### config.mk
export PLATFORM = sky130hd
export DESIGN_NAME = serial_port_pin_irda_control
export DESIGN_NICKNAME = d
export VERILOG_FILES = /design/src/logic/serial_pin_pkg.sv /design/src/logic/ir_pulse_encoder.sv /design/src/logic/serial_port_pin_irda_control.sv
export SDC_FILE = /design/constraint.sdc
export NUM_CORES = 1
export LEC_CHECK = 0
export ABC_AREA = 0
export BUFFER_PORTS_ARGS = -buffer_cell sky130_fd_sc_hd__buf_4
export CAP_MARGIN = 25
export CORE_MARGIN = 2
export CORE_UTILIZATION = 43
export DETAILED_ROUTE_END_ITERATION = 7
export PLACE_DENSITY = 0.74
export RECOVER_POWER = 50
export SLEW_MARGIN = 10
export SYNTH_ARGS = -nofsm -noshare
export SYNTH_HDL_FRONTEND = slang
export SYNTH_SLANG_ARGS = --single-unit
### constraint.sdc
create_clock -name sys_clk -period 3 [get_ports sys_clk]
set_input_delay 0.6 -clock sys_clk [delete_from_list [all_inputs] [get_ports sys_clk]]
set_output_delay 0.6 -clock sys_clk [all_outputs]
set_load 0.02 [all_outputs]
### src/logic/serial_pin_pkg.sv
package serial_pin_pkg;
   // ----------------------------------------
   // Register byte offsets
   // ----------------------------------------
   localparam logic [7:0] OFF_CHAN3_PORT_CONTROL = 8'h00;
   localparam logic [7:0] OFF_INFRARED_CONTROL   = 8'h04;
   localparam logic [7:0] OFF_EXTENDED_MODE      = 8'h08;
   localparam logic [7:0] OFF_CHAN1_MODE         = 8'h0C;
   localparam logic [7:0] OFF_PIN_STATUS         = 8'h10;

   // ----------------------------------------
   // Field positions
   // ----------------------------------------
   localparam int BIT_TX_PIN_SELECT = 4;
   localparam int BIT_TX_INVERT     = 1;
   localparam int BIT_RX_INVERT     = 0;
   localparam int BIT_IR_ENABLE     = 7;
   localparam int BIT_IR_WIDTH_LO   = 4;
   localparam int BIT_BASIC_CLOCK   = 3;
   localparam int BIT_SYNC_MODE     = 0;

   // Fixed read values of reserved bits
   localparam logic [7:0] PORT_CTRL_ONES = 8'hEC;
   localparam logic [7:0] ZERO_BYTE      = 8'h00;

   // ----------------------------------------
   // Infrared pulse width codes and lengths
   // ----------------------------------------
   typedef enum logic [2:0] {
      IR_W_3_16 = 3'h0,
      IR_W_DIV2 = 3'h1,
      IR_W_DIV4 = 3'h2,
      IR_W_DIV8 = 3'h3,
      IR_W_DIV16 = 3'h4
   } ir_width_t;
   localparam logic [4:0] IR_LEN_3_16 = 5'h03;
   localparam logic [4:0] IR_LEN_DIV2 = 5'h02;
   localparam logic [4:0] IR_LEN_DIV4 = 5'h04;
   localparam logic [4:0] IR_LEN_DIV8 = 5'h08;
   localparam logic [4:0] IR_LEN_DIV16 = 5'h10;

   // ----------------------------------------
   // Oversampling ratios
   // ----------------------------------------
   localparam logic [4:0] RATIO_16 = 5'h10;
   localparam logic [4:0] RATIO_8  = 5'h08;
endpackage

### src/logic/ir_pulse_encoder.sv
`timescale 1ns/1ns
module ir_pulse_encoder
   import serial_pin_pkg::*;
(
   input  wire logic       sys_clk,
   input  wire logic       reset,
   input  wire logic       enable,
   input  wire logic       bitStart,
   input  wire logic       txBit,
   input  wire logic       baseTick,
   input  wire logic [2:0] widthSel,
   output logic            pulse
);
   logic [4:0] target;
   logic [4:0] count;
   logic       unitTick;

   // Pulse length per width code; zero marks a prohibited code
   always_comb begin
      case (widthSel)
         IR_W_3_16: target = IR_LEN_3_16;
         IR_W_DIV2: target = IR_LEN_DIV2;
         IR_W_DIV4: target = IR_LEN_DIV4;
         IR_W_DIV8: target = IR_LEN_DIV8;
         IR_W_DIV16: target = IR_LEN_DIV16;
         default: target = ZERO_BYTE[4:0];
      endcase
   end

   // Bit-rate code counts basic clock ticks (16x or 8x), the others system clocks
   assign unitTick = (widthSel == IR_W_3_16) ? baseTick : 1'b1;

   // High pulse at the start of each zero bit
   always_ff @(posedge sys_clk or posedge reset) begin
      if (reset) begin
         pulse <= 1'b0;
         count <= 5'h00;
      end else if (!enable) begin
         pulse <= 1'b0;
         count <= 5'h00;
      end else if (!pulse) begin
         if (bitStart && !txBit && target != 5'h00) begin
            pulse <= 1'b1;
            count <= 5'h00;
         end
      end else if (unitTick) begin
         if (count == target - 5'h01) begin
            pulse <= 1'b0;
         end else begin
            count <= count + 5'h01;
         end
      end
   end

   property p_div2_width;
      @(posedge sys_clk) disable iff (reset)
      $rose(pulse) && enable && widthSel == IR_W_DIV2 |-> pulse[*2] ##1 !pulse;
   endproperty
   a_div2_width: assert property (p_div2_width) else $error("div2 pulse not two cycles");

   property p_div16_width;
      @(posedge sys_clk) disable iff (reset)
      $rose(pulse) && enable && widthSel == IR_W_DIV16 |-> ##15 pulse ##1 !pulse;
   endproperty
   a_div16_width: assert property (p_div16_width) else $error("div16 pulse not sixteen cycles");
endmodule

### src/logic/serial_port_pin_irda_control.sv
// What this block does
// - Port control bit 4 gives the shared pin to port I/O or channel-3 transmit.
// - Port control bit 1 inverts the channel-3 transmit pin level.
// - Port control bit 0 inverts the sampled channel-3 receive pin level.
// - Port control bits 7 to 5 and 3 to 2 read as one, writes ignored.
// - Inversion changes act at once on the pin path, even mid-transfer.
// - Infrared control bit 7 routes channel-1 pins to plain or infrared coding.
// - Width field bits 6 to 4 set infrared pulse: 3 basic clock ticks (3/16 bit at 16x, 3/8 at 8x), clock/2, /4, /8, /16.
// - Infrared control bits 3 to 0 read as zero, writes ignored.
// - Extended mode bit 3 picks 16x or 8x basic clock per bit.
// - Basic clock select acts only in asynchronous mode.
// - Extended mode bits 7 to 4 written zero; bits 2 to 0 read zero.
// - Receiver syncs on start edge, samples on 8th of 16 or 4th of 8 ticks.
`timescale 1ns/1ns
module serial_port_pin_irda_control
   import serial_pin_pkg::*;
(
   input  wire logic        sys_clk,
   input  wire logic        reset,
   // APB slave
   input  wire logic        psel,
   input  wire logic        penable,
   input  wire logic        pwrite,
   input  wire logic [7:0]  paddr,
   input  wire logic [31:0] pwdata,
   output logic [31:0]      prdata,
   output logic             pready,
   output logic             pslverr,
   // Channel-3 transmitter side and shared port pin
   input  wire logic        chan3TxData,
   input  wire logic        portOutData,
   input  wire logic        portDriveEnable,
   output logic             portInData,
   input  wire logic        sharedPinIn,
   output logic             sharedPinOut,
   output logic             sharedPinOeN,
   input  wire logic        chan3RxPin,
   output logic             chan3RxData,
   // Channel-1 serial engine side
   input  wire logic        chan1TxData,
   input  wire logic        chan1BitStart,
   input  wire logic        oversampleTick,
   input  wire logic        chan1FrameDone,
   output logic             chan1TxPin,
   input  wire logic        chan1RxPin,
   output logic             chan1RxData,
   output logic             chan1SampleStrobe,
   output logic             chan1Oversample8
);
   // ----------------------------------------
   // Register state
   // ----------------------------------------
   logic       txPinSelect;
   logic       txInvert;
   logic       rxInvert;
   logic       infraredEnable;
   logic [2:0] pulseWidthSelect;
   logic       basicClockSelect;
   logic       syncMode;

   logic       setupPhase;
   logic       writeStrobe;
   logic [7:0] next_readByte;
   logic       next_slvErr;

   // ----------------------------------------
   // Pin synchronisers and receive path
   // ----------------------------------------
   logic [1:0] chan3RxSync;
   logic [1:0] chan1RxSync;
   logic [1:0] portInSync;
   logic       chan1Level;
   logic       chan1Prev;
   logic       irPulse;
   logic       rxBusy;
   logic [4:0] tickCount;
   logic [4:0] ratio;

   assign setupPhase  = psel && !penable;
   assign writeStrobe = psel && penable && pready && pwrite;

   // ----------------------------------------
   // APB read mux and decode
   // ----------------------------------------
   always_comb begin
      next_readByte = ZERO_BYTE;
      next_slvErr   = 1'b0;
      case (paddr)
         OFF_CHAN3_PORT_CONTROL: begin
            next_readByte = PORT_CTRL_ONES;
            next_readByte[BIT_TX_PIN_SELECT] = txPinSelect;
            next_readByte[BIT_TX_INVERT]     = txInvert;
            next_readByte[BIT_RX_INVERT]     = rxInvert;
         end
         OFF_INFRARED_CONTROL: begin
            next_readByte[BIT_IR_ENABLE] = infraredEnable;
            next_readByte[BIT_IR_WIDTH_LO +: 3] = pulseWidthSelect;
         end
         OFF_EXTENDED_MODE: begin
            next_readByte[BIT_BASIC_CLOCK] = basicClockSelect;
         end
         OFF_CHAN1_MODE: begin
            next_readByte[BIT_SYNC_MODE] = syncMode;
         end
         OFF_PIN_STATUS: begin
            next_readByte[3:0] = {rxBusy, portInData, chan1RxData, chan3RxData};
         end
         default: begin
            next_slvErr = 1'b1;
         end
      endcase
   end

   // One wait-free access phase: answer prepared during setup
   always_ff @(posedge sys_clk or posedge reset) begin
      if (reset) begin
         pready  <= 1'b0;
         pslverr <= 1'b0;
         prdata  <= 32'h0000_0000;
      end else if (setupPhase) begin
         pready  <= 1'b1;
         pslverr <= next_slvErr;
         prdata  <= pwrite ? 32'h0000_0000 : {24'h00_0000, next_readByte};
      end else begin
         pready  <= 1'b0;
         pslverr <= 1'b0;
      end
   end

   // Register writes; reserved bits never stored
   always_ff @(posedge sys_clk or posedge reset) begin
      if (reset) begin
         txPinSelect      <= 1'b0;
         txInvert         <= 1'b0;
         rxInvert         <= 1'b0;
         infraredEnable   <= 1'b0;
         pulseWidthSelect <= 3'h0;
         basicClockSelect <= 1'b0;
         syncMode         <= 1'b0;
      end else if (writeStrobe) begin
         case (paddr)
            OFF_CHAN3_PORT_CONTROL: begin
               txPinSelect <= pwdata[BIT_TX_PIN_SELECT];
               txInvert    <= pwdata[BIT_TX_INVERT];
               rxInvert    <= pwdata[BIT_RX_INVERT];
            end
            OFF_INFRARED_CONTROL: begin
               infraredEnable   <= pwdata[BIT_IR_ENABLE];
               pulseWidthSelect <= pwdata[BIT_IR_WIDTH_LO +: 3];
            end
            OFF_EXTENDED_MODE: begin
               basicClockSelect <= pwdata[BIT_BASIC_CLOCK];
            end
            OFF_CHAN1_MODE: begin
               syncMode <= pwdata[BIT_SYNC_MODE];
            end
            default: begin
            end
         endcase
      end
   end

   // ----------------------------------------
   // Two-stage synchronisers on pin inputs
   // ----------------------------------------
   always_ff @(posedge sys_clk or posedge reset) begin
      if (reset) begin
         chan3RxSync <= 2'h3;
         chan1RxSync <= 2'h3;
         portInSync  <= 2'h0;
      end else begin
         chan3RxSync <= {chan3RxSync[0], chan3RxPin};
         chan1RxSync <= {chan1RxSync[0], chan1RxPin};
         portInSync  <= {portInSync[0], sharedPinIn};
      end
   end

   // ----------------------------------------
   // Channel-3 and shared pin path
   // ----------------------------------------
   always_ff @(posedge sys_clk or posedge reset) begin
      if (reset) begin
         sharedPinOut <= 1'b0;
         sharedPinOeN <= 1'b1;
         chan3RxData  <= 1'b1;
         portInData   <= 1'b0;
      end else begin
         if (txPinSelect) begin
            sharedPinOut <= chan3TxData ^ txInvert;
            sharedPinOeN <= 1'b0;
         end else begin
            sharedPinOut <= portOutData;
            sharedPinOeN <= !portDriveEnable;
         end
         chan3RxData <= chan3RxSync[1] ^ rxInvert;
         portInData  <= portInSync[1];
      end
   end

   // ----------------------------------------
   // Channel-1 transmit routing
   // ----------------------------------------
   ir_pulse_encoder u_encoder (
      .sys_clk  (sys_clk),
      .reset    (reset),
      .enable   (infraredEnable),
      .bitStart (chan1BitStart),
      .txBit    (chan1TxData),
      .baseTick (oversampleTick),
      .widthSel (pulseWidthSelect),
      .pulse    (irPulse)
   );

   always_ff @(posedge sys_clk or posedge reset) begin
      if (reset) begin
         chan1TxPin <= 1'b1;
      end else begin
         chan1TxPin <= infraredEnable ? irPulse : chan1TxData;
      end
   end

   // ----------------------------------------
   // Channel-1 receive level and basic clock
   // ----------------------------------------
   // Infrared receive pulse high means a zero bit
   assign chan1Level = infraredEnable ? !chan1RxSync[1] : chan1RxSync[1];
   assign ratio      = chan1Oversample8 ? RATIO_8 : RATIO_16;

   always_ff @(posedge sys_clk or posedge reset) begin
      if (reset) begin
         chan1Oversample8 <= 1'b0;
         chan1RxData      <= 1'b1;
         chan1Prev        <= 1'b1;
      end else begin
         chan1Oversample8 <= basicClockSelect && !syncMode;
         chan1RxData      <= chan1Level;
         chan1Prev        <= chan1Level;
      end
   end

   // ----------------------------------------
   // Start edge sync and mid-bit sample strobe
   // ----------------------------------------
   always_ff @(posedge sys_clk or posedge reset) begin
      if (reset) begin
         rxBusy            <= 1'b0;
         tickCount         <= 5'h00;
         chan1SampleStrobe <= 1'b0;
      end else begin
         chan1SampleStrobe <= 1'b0;
         if (syncMode || chan1FrameDone) begin
            rxBusy <= 1'b0;
         end else if (!rxBusy) begin
            if (chan1Prev && !chan1Level) begin
               rxBusy    <= 1'b1;
               tickCount <= 5'h00;
            end
         end else if (oversampleTick) begin
            // Half ratio-th tick is the bit centre
            if (tickCount == (ratio >> 1) - 5'h01) begin
               chan1SampleStrobe <= 1'b1;
            end
            if (tickCount == ratio - 5'h01) begin
               tickCount <= 5'h00;
            end else begin
               tickCount <= tickCount + 5'h01;
            end
         end
      end
   end

   // ----------------------------------------
   // Checks
   // ----------------------------------------
   property p_pin_select;
      @(posedge sys_clk) disable iff (reset)
      txPinSelect |=> !sharedPinOeN;
   endproperty
   a_pin_select: assert property (p_pin_select) else $error("shared pin not driven as tx");

   property p_tx_invert;
      @(posedge sys_clk) disable iff (reset)
      txPinSelect |=> sharedPinOut == ($past(chan3TxData) ^ $past(txInvert));
   endproperty
   a_tx_invert: assert property (p_tx_invert) else $error("tx pin level wrong");

   property p_rx_invert_now;
      @(posedge sys_clk) disable iff (reset)
      $changed(rxInvert) |=> chan3RxData == ($past(chan3RxSync[1]) ^ $past(rxInvert));
   endproperty
   a_rx_invert_now: assert property (p_rx_invert_now) else $error("rx inversion late");

   property p_port_ctrl_ones;
      @(posedge sys_clk) disable iff (reset)
      psel && penable && pready && !pwrite && paddr == OFF_CHAN3_PORT_CONTROL
         |-> (prdata[7:0] & PORT_CTRL_ONES) == PORT_CTRL_ONES;
   endproperty
   a_port_ctrl_ones: assert property (p_port_ctrl_ones) else $error("reserved bits not one");

   property p_ir_low_zero;
      @(posedge sys_clk) disable iff (reset)
      psel && penable && pready && !pwrite && paddr == OFF_INFRARED_CONTROL |-> prdata[3:0] == 4'h0;
   endproperty
   a_ir_low_zero: assert property (p_ir_low_zero) else $error("infrared reserved bits set");

   property p_ext_zero;
      @(posedge sys_clk) disable iff (reset)
      psel && penable && pready && !pwrite && paddr == OFF_EXTENDED_MODE
         |-> prdata[7:4] == 4'h0 && prdata[2:0] == 3'h0;
   endproperty
   a_ext_zero: assert property (p_ext_zero) else $error("extended reserved bits set");

   property p_ir_route;
      @(posedge sys_clk) disable iff (reset)
      !infraredEnable ##1 !infraredEnable |-> chan1TxPin == $past(chan1TxData);
   endproperty
   a_ir_route: assert property (p_ir_route) else $error("plain tx not routed");

   property p_basic_clock;
      @(posedge sys_clk) disable iff (reset)
      syncMode ##1 syncMode |-> !chan1Oversample8;
   endproperty
   a_basic_clock: assert property (p_basic_clock) else $error("8x active in sync mode");

   property p_first_sample;
      @(posedge sys_clk) disable iff (reset)
      $rose(rxBusy) && !chan1Oversample8 ##1 (!oversampleTick && rxBusy && !syncMode)[*8]
         |-> !chan1SampleStrobe;
   endproperty
   a_first_sample: assert property (p_first_sample) else $error("strobe without tick");

   c_ir_tx: cover property (@(posedge sys_clk) disable iff (reset) infraredEnable && $rose(chan1TxPin));
   c_sample: cover property (@(posedge sys_clk) disable iff (reset) chan1SampleStrobe && chan1Oversample8);
   c_chan3_inv: cover property (@(posedge sys_clk) disable iff (reset) txPinSelect && txInvert && !sharedPinOut);
   c_bad_addr: cover property (@(posedge sys_clk) disable iff (reset) pready && pslverr);
endmodule

# == After elaboration in Yosys (flattened, before gate mapping) ==
# Cells that the tools add are included.
# classes
addsub,5
n_eq_ne,15
mux,36
n_bitwise,3
reduce_logical,26
# op_table
op,n
5-bit 2-to-1 mux,10
5-bit one-hot mux with 5 select lines,1
1-bit 2-to-1 mux,20
8-bit by 4-bit == test with 1-bit output (second input constant),2
5-bit == test,3
5-bit by 1-bit adder with 5-bit output (second input constant),2
5-bit by 1-bit subtractor with 5-bit output (second input constant),2
8-bit by 3-bit == test with 1-bit output (second input constant),1
8-bit by 5-bit == test with 1-bit output (second input constant),1
1-bit logical AND,8
8-bit zero test,1
8-bit 2-to-1 mux,1
4-bit one-hot mux with 2 select lines,1
2-bit AND reduction,4
3-bit by 2-bit == test with 1-bit output (second input constant),2
1-bit zero test,6
3-bit inequality test (second input constant),2
1-bit one-hot mux with 3 select lines,2
3-bit AND reduction,2
5-bit nonzero test,1
5-bit OR reduction,1
4-bit by 1-bit subtractor with 5-bit output (second input constant),1
2-bit one-hot mux with 2 select lines,1
3-bit by 1-bit == test with 1-bit output (second input constant),1
8 further kinds,9
# word_totals
reg_bits,69
input_bits,55
out_inout_bits,42
word_cells,110

# == Logic depth before layout (Yosys ltp) ==
# Gate-level depths: netlist (run 1).
# depth
word_depth,8
mapped_depth,9
ltp_nobuf,7

# == Hierarchy ==
# Synthesis (run 1) repeated with hierarchy kept, for this count alone.
# hier_totals
cells_unflattened,229
area_unflattened_um2,2403.6
# modules_own_cells
mod,n_inst,cells_each,area_per_inst_um2,seq_area_each_um2
serial_port_pin_irda_control,1,162,1828.0,985.9
ir_pulse_encoder,1,67,575.6,150.1

# == Least setup slack after synthesis (run 1) ==
# OpenSTA, ideal clock, no wires.
# synth_path
path_type,register to register
from,reg pulseWidthSelect[2]
to,reg u_encoder.pulse
setup_ns,0.119
arrival_ns,2.726
required_time_ns,2.881
path_slack_ns,0.155
path_stages_with_launch,10
n_path_buf,2
period_less_slack_ns,2.845
path_cell_list,dfrtp_1 -> buf_2 -> or3_2 -> ha_1 -> o211a_1 -> or4_1 -> a2111oi_2 -> buf_4 -> a21boi_2 -> o21a_1
# synth_between
elab_chain_len,8
word_cells_on_any_way,16
classes_between,add/sub: 1; eq/ne: 5; mux: 7; reduce/logical: 3
# synth_lines
element,line,rtl
start: declaration,serial_port_pin_irda_control.sv:57,logic [2:0] pulseWidthSelect;
start signal: assignment,serial_port_pin_irda_control.sv:149,pulseWidthSelect <= pwdata[BIT_IR_WIDTH_LO +: 3];
3-bit == test (tied with other cells),ir_pulse_encoder.sv:20,case (widthSel)
5-bit one-hot mux with 5 select lines,ir_pulse_encoder.sv:20,
5-bit by 1-bit subtractor with 5-bit output,ir_pulse_encoder.sv:47,if (count == target - 5'h01) begin
5-bit == test,ir_pulse_encoder.sv:47,
1-bit 2-to-1 mux,ir_pulse_encoder.sv:47,
1-bit 2-to-1 mux,ir_pulse_encoder.sv:46,end else if (unitTick) begin
1-bit 2-to-1 mux *,ir_pulse_encoder.sv:41,end else if (!pulse) begin
1-bit 2-to-1 mux *,ir_pulse_encoder.sv:38,end else if (!enable) begin
end signal: assignment,ir_pulse_encoder.sv:39,pulse <= 1'b0;
end signal: assignment,ir_pulse_encoder.sv:43,pulse <= 1'b1;
end signal: assignment,ir_pulse_encoder.sv:48,pulse <= 1'b0;
end: declaration,ir_pulse_encoder.sv:12,output logic pulse
# Mark *: on every way between the ends. The rest lies on a longest branch, timed or not.
# A chain may end at the register's enable or synchronous reset.

# == Final worst setup path (run 1) ==
# Ends and elaborated chain as after synthesis.

==> impl_metrics.ini, run 1 <==
[status]
status = finished with violations
violations = max-capacitance violations, max-slew violations

[cts]
cts_root_buf = clkbuf_8
cts_setup_buffers = 0
clock_path_buffers = 2
cts_tree = done
cts-resized-gates = 0
htree_levels = 2
cts.sinks = 45
insertion_delay_ns = 0.29
cts_made_buffers = 5
cts_hold_buf = 0
clk_pin_slew_ns = 0.08

[drt]
routed-via-count = 1670
firstDrtPassIters = 4
ant_nets = 0
drc = 0
totalWireLength_um = 4220
drt-vias-per-instance = 4.88
wl_per_cell_um = 12.3
drtIter0Drc = 107

[sta]
final_max_slew_viol_count = 46
worst_pin_slew_ns = 2.32
max-slew-margin-rel_pct = -54.7
fin_skew_ns = 0.00164
grt_setup_unrepaired = false
hold_viol_final = 0
fin_tns_setup_ns = 0
setup_viol = 0
fmax_mhz = 361
finalCritPeriodShare_pct = 92.3
period_minus_slack_ns = 2.77

[synth]
syn_area_sq_um = 2330
syn_area_per_cell_sq_um = 10.6
yosys_warnings = 0
synth-async-reset-ratio_pct = 100
ys_seq_area_share_pct = 48.7
synthCells = 221
ys_ff_latch = 45
synth_ff_type = dfrtp_1
synth_edf_count = 0
synthDistinctLibCells = 47

[worst_setup_path]
critPathLaunchType = flop
path_class = reg2reg
cp_max_fo = 11
cp.required_ns = 3.19
crit_path_end_kind = flop
crit_arrival_ns = 2.96

[layout]
utilization_pct = 54.0
nNetsFinal = 330
fill_cells = 458
seqCellArea_sq_um = 1140
multi_input_area_sq_um = 1050
area_growth_pct = 19.7
drive_gt1_share_pct = 29.8
n_antenna_cell = 0

[place]
gp_congestion = 0.750
port_buffers = 47
hpwl_um = 3180

[floorplanning]
initial_utilization_pct = 45.1
num_rows = 26
dieArea_sq_um = 6030
die_h_um = 77.6
ios = 97
core_sq_um = 5170
die_w_um = 77.6

[global_routing]
grt_overflow = 0
first_global_vias = 1562
antenna_found_initial = 0
grtUsageTotal_pct = 14.7
grt_max_degree = 46
grt_pass1_wl_um = 7180

[worst_hold_path]
min_path_type = reg2reg

[power]
ir_worst_vdd_uv = 317
power.total_mw = 1.23
power_density_nw_per_um2 = 442
p_leak_nw = 1.37

[flow_run]
drv_cap = 1
-- cell usage in the layout, fill, tap and decap left out, types with 8 or more instances in the layout --
cell type,count
dfrtp_1,37
conb_1,24
nor2b_1,8
nor2_1,10
mux2_2,8
buf_4,47
o31ai_1,11
nand2_1,17
-- worst max-delay path, stage by stage, from the launching register on --
cell and delay (ns):
dfrtp_1 0.38, or3_2 0.52, ha_1 0.27, o211a_1 0.16, or4_1 0.52, a2111oi_2 0.36, buf_4 0.23, a21boi_2 0.06
o21a_1 0.16
-- cells by family (layout without fill, tap and decap cells) --
logic type      count (synthesis)  in the layout  synth area share [%]
simple gates                   73             73                  17.8
flops                          45             45                  48.7
compound gates                 38             38                  11.2
buf+inv                        37             65                  10.1
mux                            13             13                  6.12
xor+xnor                       10             10                  3.76
fa+ha+maj                       4              4                  2.15
other cells                     1             24                 0.161
-- where the power goes --
part	internal, mW	switching, mW	total [mW]
sequential	0.625	0.00987	0.635
combinational	0.0498	0.0800	0.130
clock	0.272	0.198	0.470
-- sequential cells by signal, summed over array words and instances, names as in the netlist, 2 cells and up --
| signal | cells |
|---|---|
| tickCount | 5 |
| prdata | 8 |
| pulseWidthSelect | 3 |
| chan1RxSync | 2 |
| chan3RxSync | 2 |
| u_encoder.count | 5 |
| portInSync | 2 |
-- metal layers --
metal | global-route usage [%] | vias to the layer above | wire length (um)
met4 | 5.54 | 0 | 57
met5 | 0 | - | 0
met1 | 20.1 | 785 | 1980
li1 | - | 829 | -
met3 | 1.98 | 7 | 165
met2 | 23.8 | 49 | 2020
-- synth_stat cells (2+ instances only) --
cell / number / area, sq um
o31ai_1: 11 / 82.6
a21oi_1: 7 / 35.0
and4b_1: 2 / 20.0
buf_2: 2 / 10.0
dfrtp_1: 37 / 926
nand2_1: 17 / 63.8
a32o_1: 2 / 20.0
nand3_1: 5 / 25.0
mux2i_1: 3 / 30.0
ha_1: 4 / 50.1
buf_4: 25 / 188
mux2_2: 8 / 90.1
mux2_1: 2 / 22.5
xnor2_1: 6 / 52.6
clkbuf_1: 5 / 18.8
o21ai_1: 2 / 10.0
nor2_1: 10 / 37.5
o21ai_0: 7 / 35.0
or3b_2: 2 / 17.5
or4_1: 5 / 37.5
or3_1: 2 / 12.5
xor2_1: 4 / 35.0
inv_1: 5 / 18.8
nand2b_1: 4 / 25.0
nand4_1: 2 / 12.5
dfstp_2: 8 / 210
nor3b_1: 4 / 30.0
nor2b_1: 8 / 50.1
nor3_1: 4 / 20.0
-- cell type report --
| class | instances | share of cell area, % |
|---|---|---|
| Clock buffer | 7 | 3.09 |
| Timing Repair Buffer | 52 | 13.8 |
| Multi-Input combinational cell | 162 | 37.5 |
| Clock inverter | 1 | 1.08 |
| Tap cell | 70 | 3.14 |
| Inverter | 5 | 0.672 |
| Sequential cell | 45 | 40.7 |
-- final timing paths --
| kind | endpoint | depth (start not counted) | slack [ns] | start |
|---|---|---|---|---|
| max in group asynchronous | pready | 3 | 0.52 | reset |
| max reg2reg | u_encoder.pulse | 8 | 0.23 | pulseWidthSelect[2] |
| max | u_encoder.pulse | 8 | 0.23 | pulseWidthSelect[2] |
| min | portInSync[1] | 0 | 0.36 | portInSync[0] |
| min reg2reg | portInSync[1] | 0 | 0.36 | portInSync[0] |
| min in group asynchronous | tickCount[0] | 3 | 1.15 | reset |
-- stage by stage --
step | cells | hold slack, ns | setup WS [ns] | area [sq um]
after floorplan | 244 | 0.331 | 0.155 | 2420
after global placement | 334 | 0.334 | 0.274 | 2680
after detailed placement | 334 | 0.341 | 0.230 | 2680
after CTS | 342 | 0.359 | 0.217 | 2800
after global routing | 342 | 0.368 | 0.0869 | 2790
final | 342 | 0.356 | 0.230 | 2790
Note: power is estimated with default switching activity, not from simulation.
==> run 2, diff against run 1 <==
--- a/config.mk
+++ b/config.mk
@@ -7,12 +7,13 @@
 export LEC_CHECK = 0
 export ABC_AREA = 0
 export BUFFER_PORTS_ARGS = -buffer_cell sky130_fd_sc_hd__buf_4
-export CAP_MARGIN = 25
-export CORE_MARGIN = 2
+export CAP_MARGIN = 20
+export CORE_MARGIN = 10
 export CORE_UTILIZATION = 43
 export DETAILED_ROUTE_END_ITERATION = 7
 export PLACE_DENSITY = 0.74
 export RECOVER_POWER = 50
+export REMOVE_ABC_BUFFERS = 1
 export SLEW_MARGIN = 10
 export SYNTH_ARGS = -nofsm -noshare
 export SYNTH_HDL_FRONTEND = slang
==> run 2 against run 1 <==
Against the previous run:
- the flow now finishes without violations
- sequential power barely moved
- sequential cell count did not move
- register-to-register slack got worse by 0.02 ns
- non-clock buffer count rose by 1
- sequential share of layout area rose by 0.28 points
- cell count rose by 0.29%
- core utilization fell by 0.36 points
- hold slack improved by 0.0011 ns
- worst setup slack got worse by 0.023 ns
- wire length rose by 15%
- highest routed layer unchanged
==> impl_metrics.ini, run 2 (synthesis results as in run 1) <==
[cts]
cts_hold_buf = 0
cts-resized-gates = 0
cts_setup_buffers = 0
clock_path_buffers = 2
cts.sinks = 45
cts_made_buffers = 5
htree_levels = 2
cts_tree = done
insertion_delay_ns = 0.29
cts_root_buf = clkbuf_8
clk_pin_slew_ns = 0.08

[place]
gp_congestion = 0.781
hpwl_um = 3880
port_buffers = 47

[drt]
totalWireLength_um = 4850
drt-vias-per-instance = 4.95
drtIter0Drc = 48
drc = 0
routed-via-count = 1698
firstDrtPassIters = 4
ant_nets = 0
wl_per_cell_um = 14.2

[worst_setup_path]
crit_path_end_kind = flop
critPathLaunchType = flop
crit_arrival_ns = 2.98
cp_max_fo = 11
r2r-start = pulseWidthSelect[2]
crit_start = pulseWidthSelect[2]
cp.required_ns = 3.19
path_class = reg2reg

[sta]
finalCritPeriodShare_pct = 93.1
fin_tns_setup_ns = 0
hold_slack_ns = 0.358
final_max_slew_viol_count = 0
period_minus_slack_ns = 2.79
setup_viol = 0
hold_viol_final = 0
fin_skew_ns = 0.00649
grt_setup_unrepaired = false
worst_pin_slew_ns = 0.919
max-slew-margin-rel_pct = 38.3
fmax_mhz = 358

[global_routing]
antenna_found_initial = 0
grt_pass1_wl_um = 8170
first_global_vias = 1707
grt_overflow = 0
grt_max_degree = 27
grtUsageTotal_pct = 11.5

[power]
ir_worst_vdd_uv = 301
power.total_mw = 1.15
power_density_nw_per_um2 = 415
p_leak_nw = 1.36

[layout]
layout_common_cells = buf_4 (47), dfrtp_1 (37), conb_1 (24), nand2_1 (17), o31ai_1 (11)
largest_reg_flops = 8
regMostFlops = prdata
fill_cells = 457
largestRegisters = prdata x8, tickCount x5, u_encoder.count x5
drive_gt1_share_pct = 30.0
n_antenna_cell = 0
layout_commonest_cell = buf_4
utilization_pct = 53.6
area_growth_pct = 18.9
nNetsFinal = 331

[floorplanning]
dieArea_sq_um = 8770
ios = 97
core_sq_um = 5170
num_rows = 26
die_h_um = 93.6
initial_utilization_pct = 45.1
die_w_um = 93.6

[status]
status = finished, final reports clean

[flow_run]
drv_cap = 0

[worst_hold_path]
min_from = chan3RxSync[0]
min_path_type = reg2reg
==> run 2: final timing paths <==
check	end	slack (ns)	cells after the start
worst min register to register	chan3RxSync[1]	0.36	0
max in group asynchronous	chan3RxSync[0]	1.69	3
worst min-delay path	chan3RxSync[1]	0.36	0
worst max register to register	u_encoder.pulse	0.21	8
min in group asynchronous	syncMode	0.40	2
worst max-delay path	u_encoder.pulse	0.21	8
==> run 2: per-layer routing <==
metal	track usage, %	share of wire (%)	vias to the layer above
met4	5.57	1.9	0
met1	13.2	41	811
met5	0	0	-
li1	-	-	832
met2	18.6	48	48
met3	4.16	9.3	7
==> run 2: critical path, cell delays in order, from the launching register on <==
cell and delay, ns:
dfrtp_1 0.39, or3_2 0.53, ha_1 0.28, o211a_1 0.15, or4_1 0.52, a2111oi_2 0.37, buf_4 0.23, a21boi_2 0.06
o21a_1 0.16
==> run 2: layout make-up <==
class / count / area [sq um] / share of cell area, %
Clock inverter: 1 / 7.51 / 0.271
Clock buffer: 7 / 86.3 / 3.11
Multi-Input combinational cell: 162 / 1050 / 37.8
Sequential cell: 45 / 1140 / 41.0
Timing Repair Buffer: 53 / 390 / 14.1
Tap cell: 70 / 87.6 / 3.16
Inverter: 5 / 18.8 / 0.677
==> run 2: through the flow <==
step,area [sq um],worst slack (ns),cells
after floorplan,2200,-0.0282,212
after global placement,2690,0.268,335
after detailed placement,2690,0.216,335
after CTS,2780,0.204,343
after global routing,2770,0.0613,343
final,2770,0.207,343
==> run 2: where the power goes <==
group / leakage [nW] / total [mW] / internal, mW / switching [mW]
clock network: 0.0445 / 0.384 / 0.187 / 0.197
registers: 0.588 / 0.635 / 0.625 / 0.00993
logic: 0.730 / 0.132 / 0.0502 / 0.0821
total: 1.36 / 1.15 / 0.863 / 0.289
==> run 3, diff against run 2 <==
--- a/config.mk
+++ b/config.mk
@@ -9,9 +9,9 @@
 export BUFFER_PORTS_ARGS = -buffer_cell sky130_fd_sc_hd__buf_4
 export CAP_MARGIN = 20
 export CORE_MARGIN = 10
-export CORE_UTILIZATION = 43
+export CORE_UTILIZATION = 40
 export DETAILED_ROUTE_END_ITERATION = 7
-export PLACE_DENSITY = 0.74
+export PLACE_DENSITY = 0.69
 export RECOVER_POWER = 50
 export REMOVE_ABC_BUFFERS = 1
 export SLEW_MARGIN = 10
==> run 3 against run 2 <==
Against the previous run:
- the flow now finishes with violations (max-capacitance violations, max-slew violations)
- critical path depth did not move
- largest power group unchanged
- register-to-register slack improved by 0.03 ns
- combinational power barely moved
- global-route usage fell by 0.30 points
==> impl_metrics.ini, run 3 (synthesis results as in run 1) <==
[floorplanning]
core_sq_um = 5570
num_rows = 27
die_w_um = 96.4
ios = 97
initial_utilization_pct = 41.8
dieArea_sq_um = 9290
die_h_um = 96.4

[status]
violations = max-capacitance violations, max-slew violations
status = finished with violations

[drt]
totalWireLength_um = 5050
drt-vias-per-instance = 4.94
drc = 0
drtIter0Drc = 36
wl_per_cell_um = 14.7
firstDrtPassIters = 4
ant_nets = 0
routed-via-count = 1694

[sta]
period_minus_slack_ns = 2.77
worst_pin_slew_ns = 1.66
fmax_mhz = 361
fin_skew_ns = 0.00397
hold_viol_final = 0
grt_setup_unrepaired = false
max-slew-margin-rel_pct = -10.7
finalCritPeriodShare_pct = 92.2
setup_viol = 0
final_max_slew_viol_count = 46

[global_routing]
grt_pass1_wl_um = 8220
grtUsageTotal_pct = 11.2
antenna_found_initial = 0
first_global_vias = 1748
grt_overflow = 0
grt_max_degree = 46

[layout]
n_antenna_cell = 0
area_growth_pct = 19.7
final_cells = 343
drive_gt1_share_pct = 30.3
utilization_pct = 50.1
largestRegisters = prdata x8, tickCount x5, u_encoder.count x5
layout_commonest_cell = buf_4
layout_common_cells = buf_4 (46), dfrtp_1 (37), conb_1 (24), nand2_1 (17), o31ai_1 (11)
nNetsFinal = 329
largest_reg_flops = 8
regMostFlops = prdata

[worst_setup_path]
cp.required_ns = 3.19
max_stage_delay_ns = 0.52
critPathLaunchType = flop
crit_path_end_kind = flop
critPathSlowestCell = or3_2
path_class = reg2reg
r2r_cells = 8
rrSetupSlack_ns = 0.23
cp_max_fo = 11
crit_chain = or3_2 -> ha_1 -> o211a_1 -> or4_1 -> a2111oi_2 -> buf_4 -> a21boi_2 -> o21a_1
crit_arrival_ns = 2.96
r2r-start = pulseWidthSelect[2]
regToRegEndpoint = u_encoder.pulse

[cts]
cts-resized-gates = 0
clock_path_buffers = 2
cts_root_buf = clkbuf_8
cts_tree = done
cts_made_buffers = 5
cts_setup_buffers = 0
htree_levels = 2
cts.sinks = 45
cts_hold_buf = 0
insertion_delay_ns = 0.30
clk_pin_slew_ns = 0.08

[worst_hold_path]
min_path_cells = 0
min_from = portInSync[0]
worstHoldEndpoint = portInSync[1]
min_path_type = reg2reg

[power]
power_density_nw_per_um2 = 444
p_leak_nw = 1.38
ir_worst_vdd_uv = 291

[place]
gp_congestion = 0.780
hpwl_um = 3960
dp_cells = 335
port_buffers = 47

[flow_run]
drv_cap = 1
-- run 3: stage by stage --
| stage | setup WS, ns | hold slack, ns | area [sq um] | TNS (ns) | total power, mW |
|---|---|---|---|---|---|
| finish | 0.233 | 0.358 | 2790 | 0 | 1.24 |
| global route | 0.101 | 0.361 | 2790 | 0 | 1.30 |
| CTS | 0.227 | 0.358 | 2790 | 0 | 1.26 |
| detailed placement | 0.240 | 0.341 | 2680 | 0 | 0.780 |
| global placement | 0.270 | 0.334 | 2680 | 0 | 0.777 |
| floorplan | -0.0282 | 0.331 | 2200 | -0.0923 | 0.721 |
-- run 3: final cells by class --
class                      count  area, sq um
timing repair buffer          51          383
tap                           72         90.1
fill                         538         2780
sequential                    45         1140
inverter                       5         18.8
clock inverter                 1         30.0
multi-input combinational    162         1050
clock buffer                   7         86.3
-- run 3: report_power, final --
group          switching [mW]  total [mW]  internal [mW]
clock                   0.201       0.473          0.272
combinational          0.0821       0.132         0.0495
sequential             0.0101       0.636          0.625
total                   0.293        1.24          0.947
-- run 3: layer usage --
layer | vias up | part of all wire [%] | GRT usage, %
li1 | 825 | - | -
met3 | 9 | 7.3 | 2.57
met2 | 54 | 49 | 18.9
met5 | - | 0 | 0
met4 | 0 | 2.1 | 5.08
met1 | 806 | 42 | 13.2
-- run 3: how the worst max path moves through the flow --
stage	to	from	cells past startpoint
global placement	u_encoder.pulse	pulseWidthSelect[2]	8
CTS	u_encoder.pulse	pulseWidthSelect[2]	8
finish	u_encoder.pulse	pulseWidthSelect[2]	8
detailed placement	u_encoder.pulse	pulseWidthSelect[2]	8
global route	u_encoder.pulse	pulseWidthSelect[2]	8
floorplan	u_encoder.count[3]	pulseWidthSelect[2]	7
-- run 3: critical path, delay by kind of cell, from the launching register on --
family / cells / cell delay, ns
AOI/OAI and AO/OA: 4 / 0.74
adders and majority gates: 1 / 0.28
buffers and inverters: 1 / 0.22
DFF: 1 / 0.38
and+or+nand+nor: 2 / 1.04
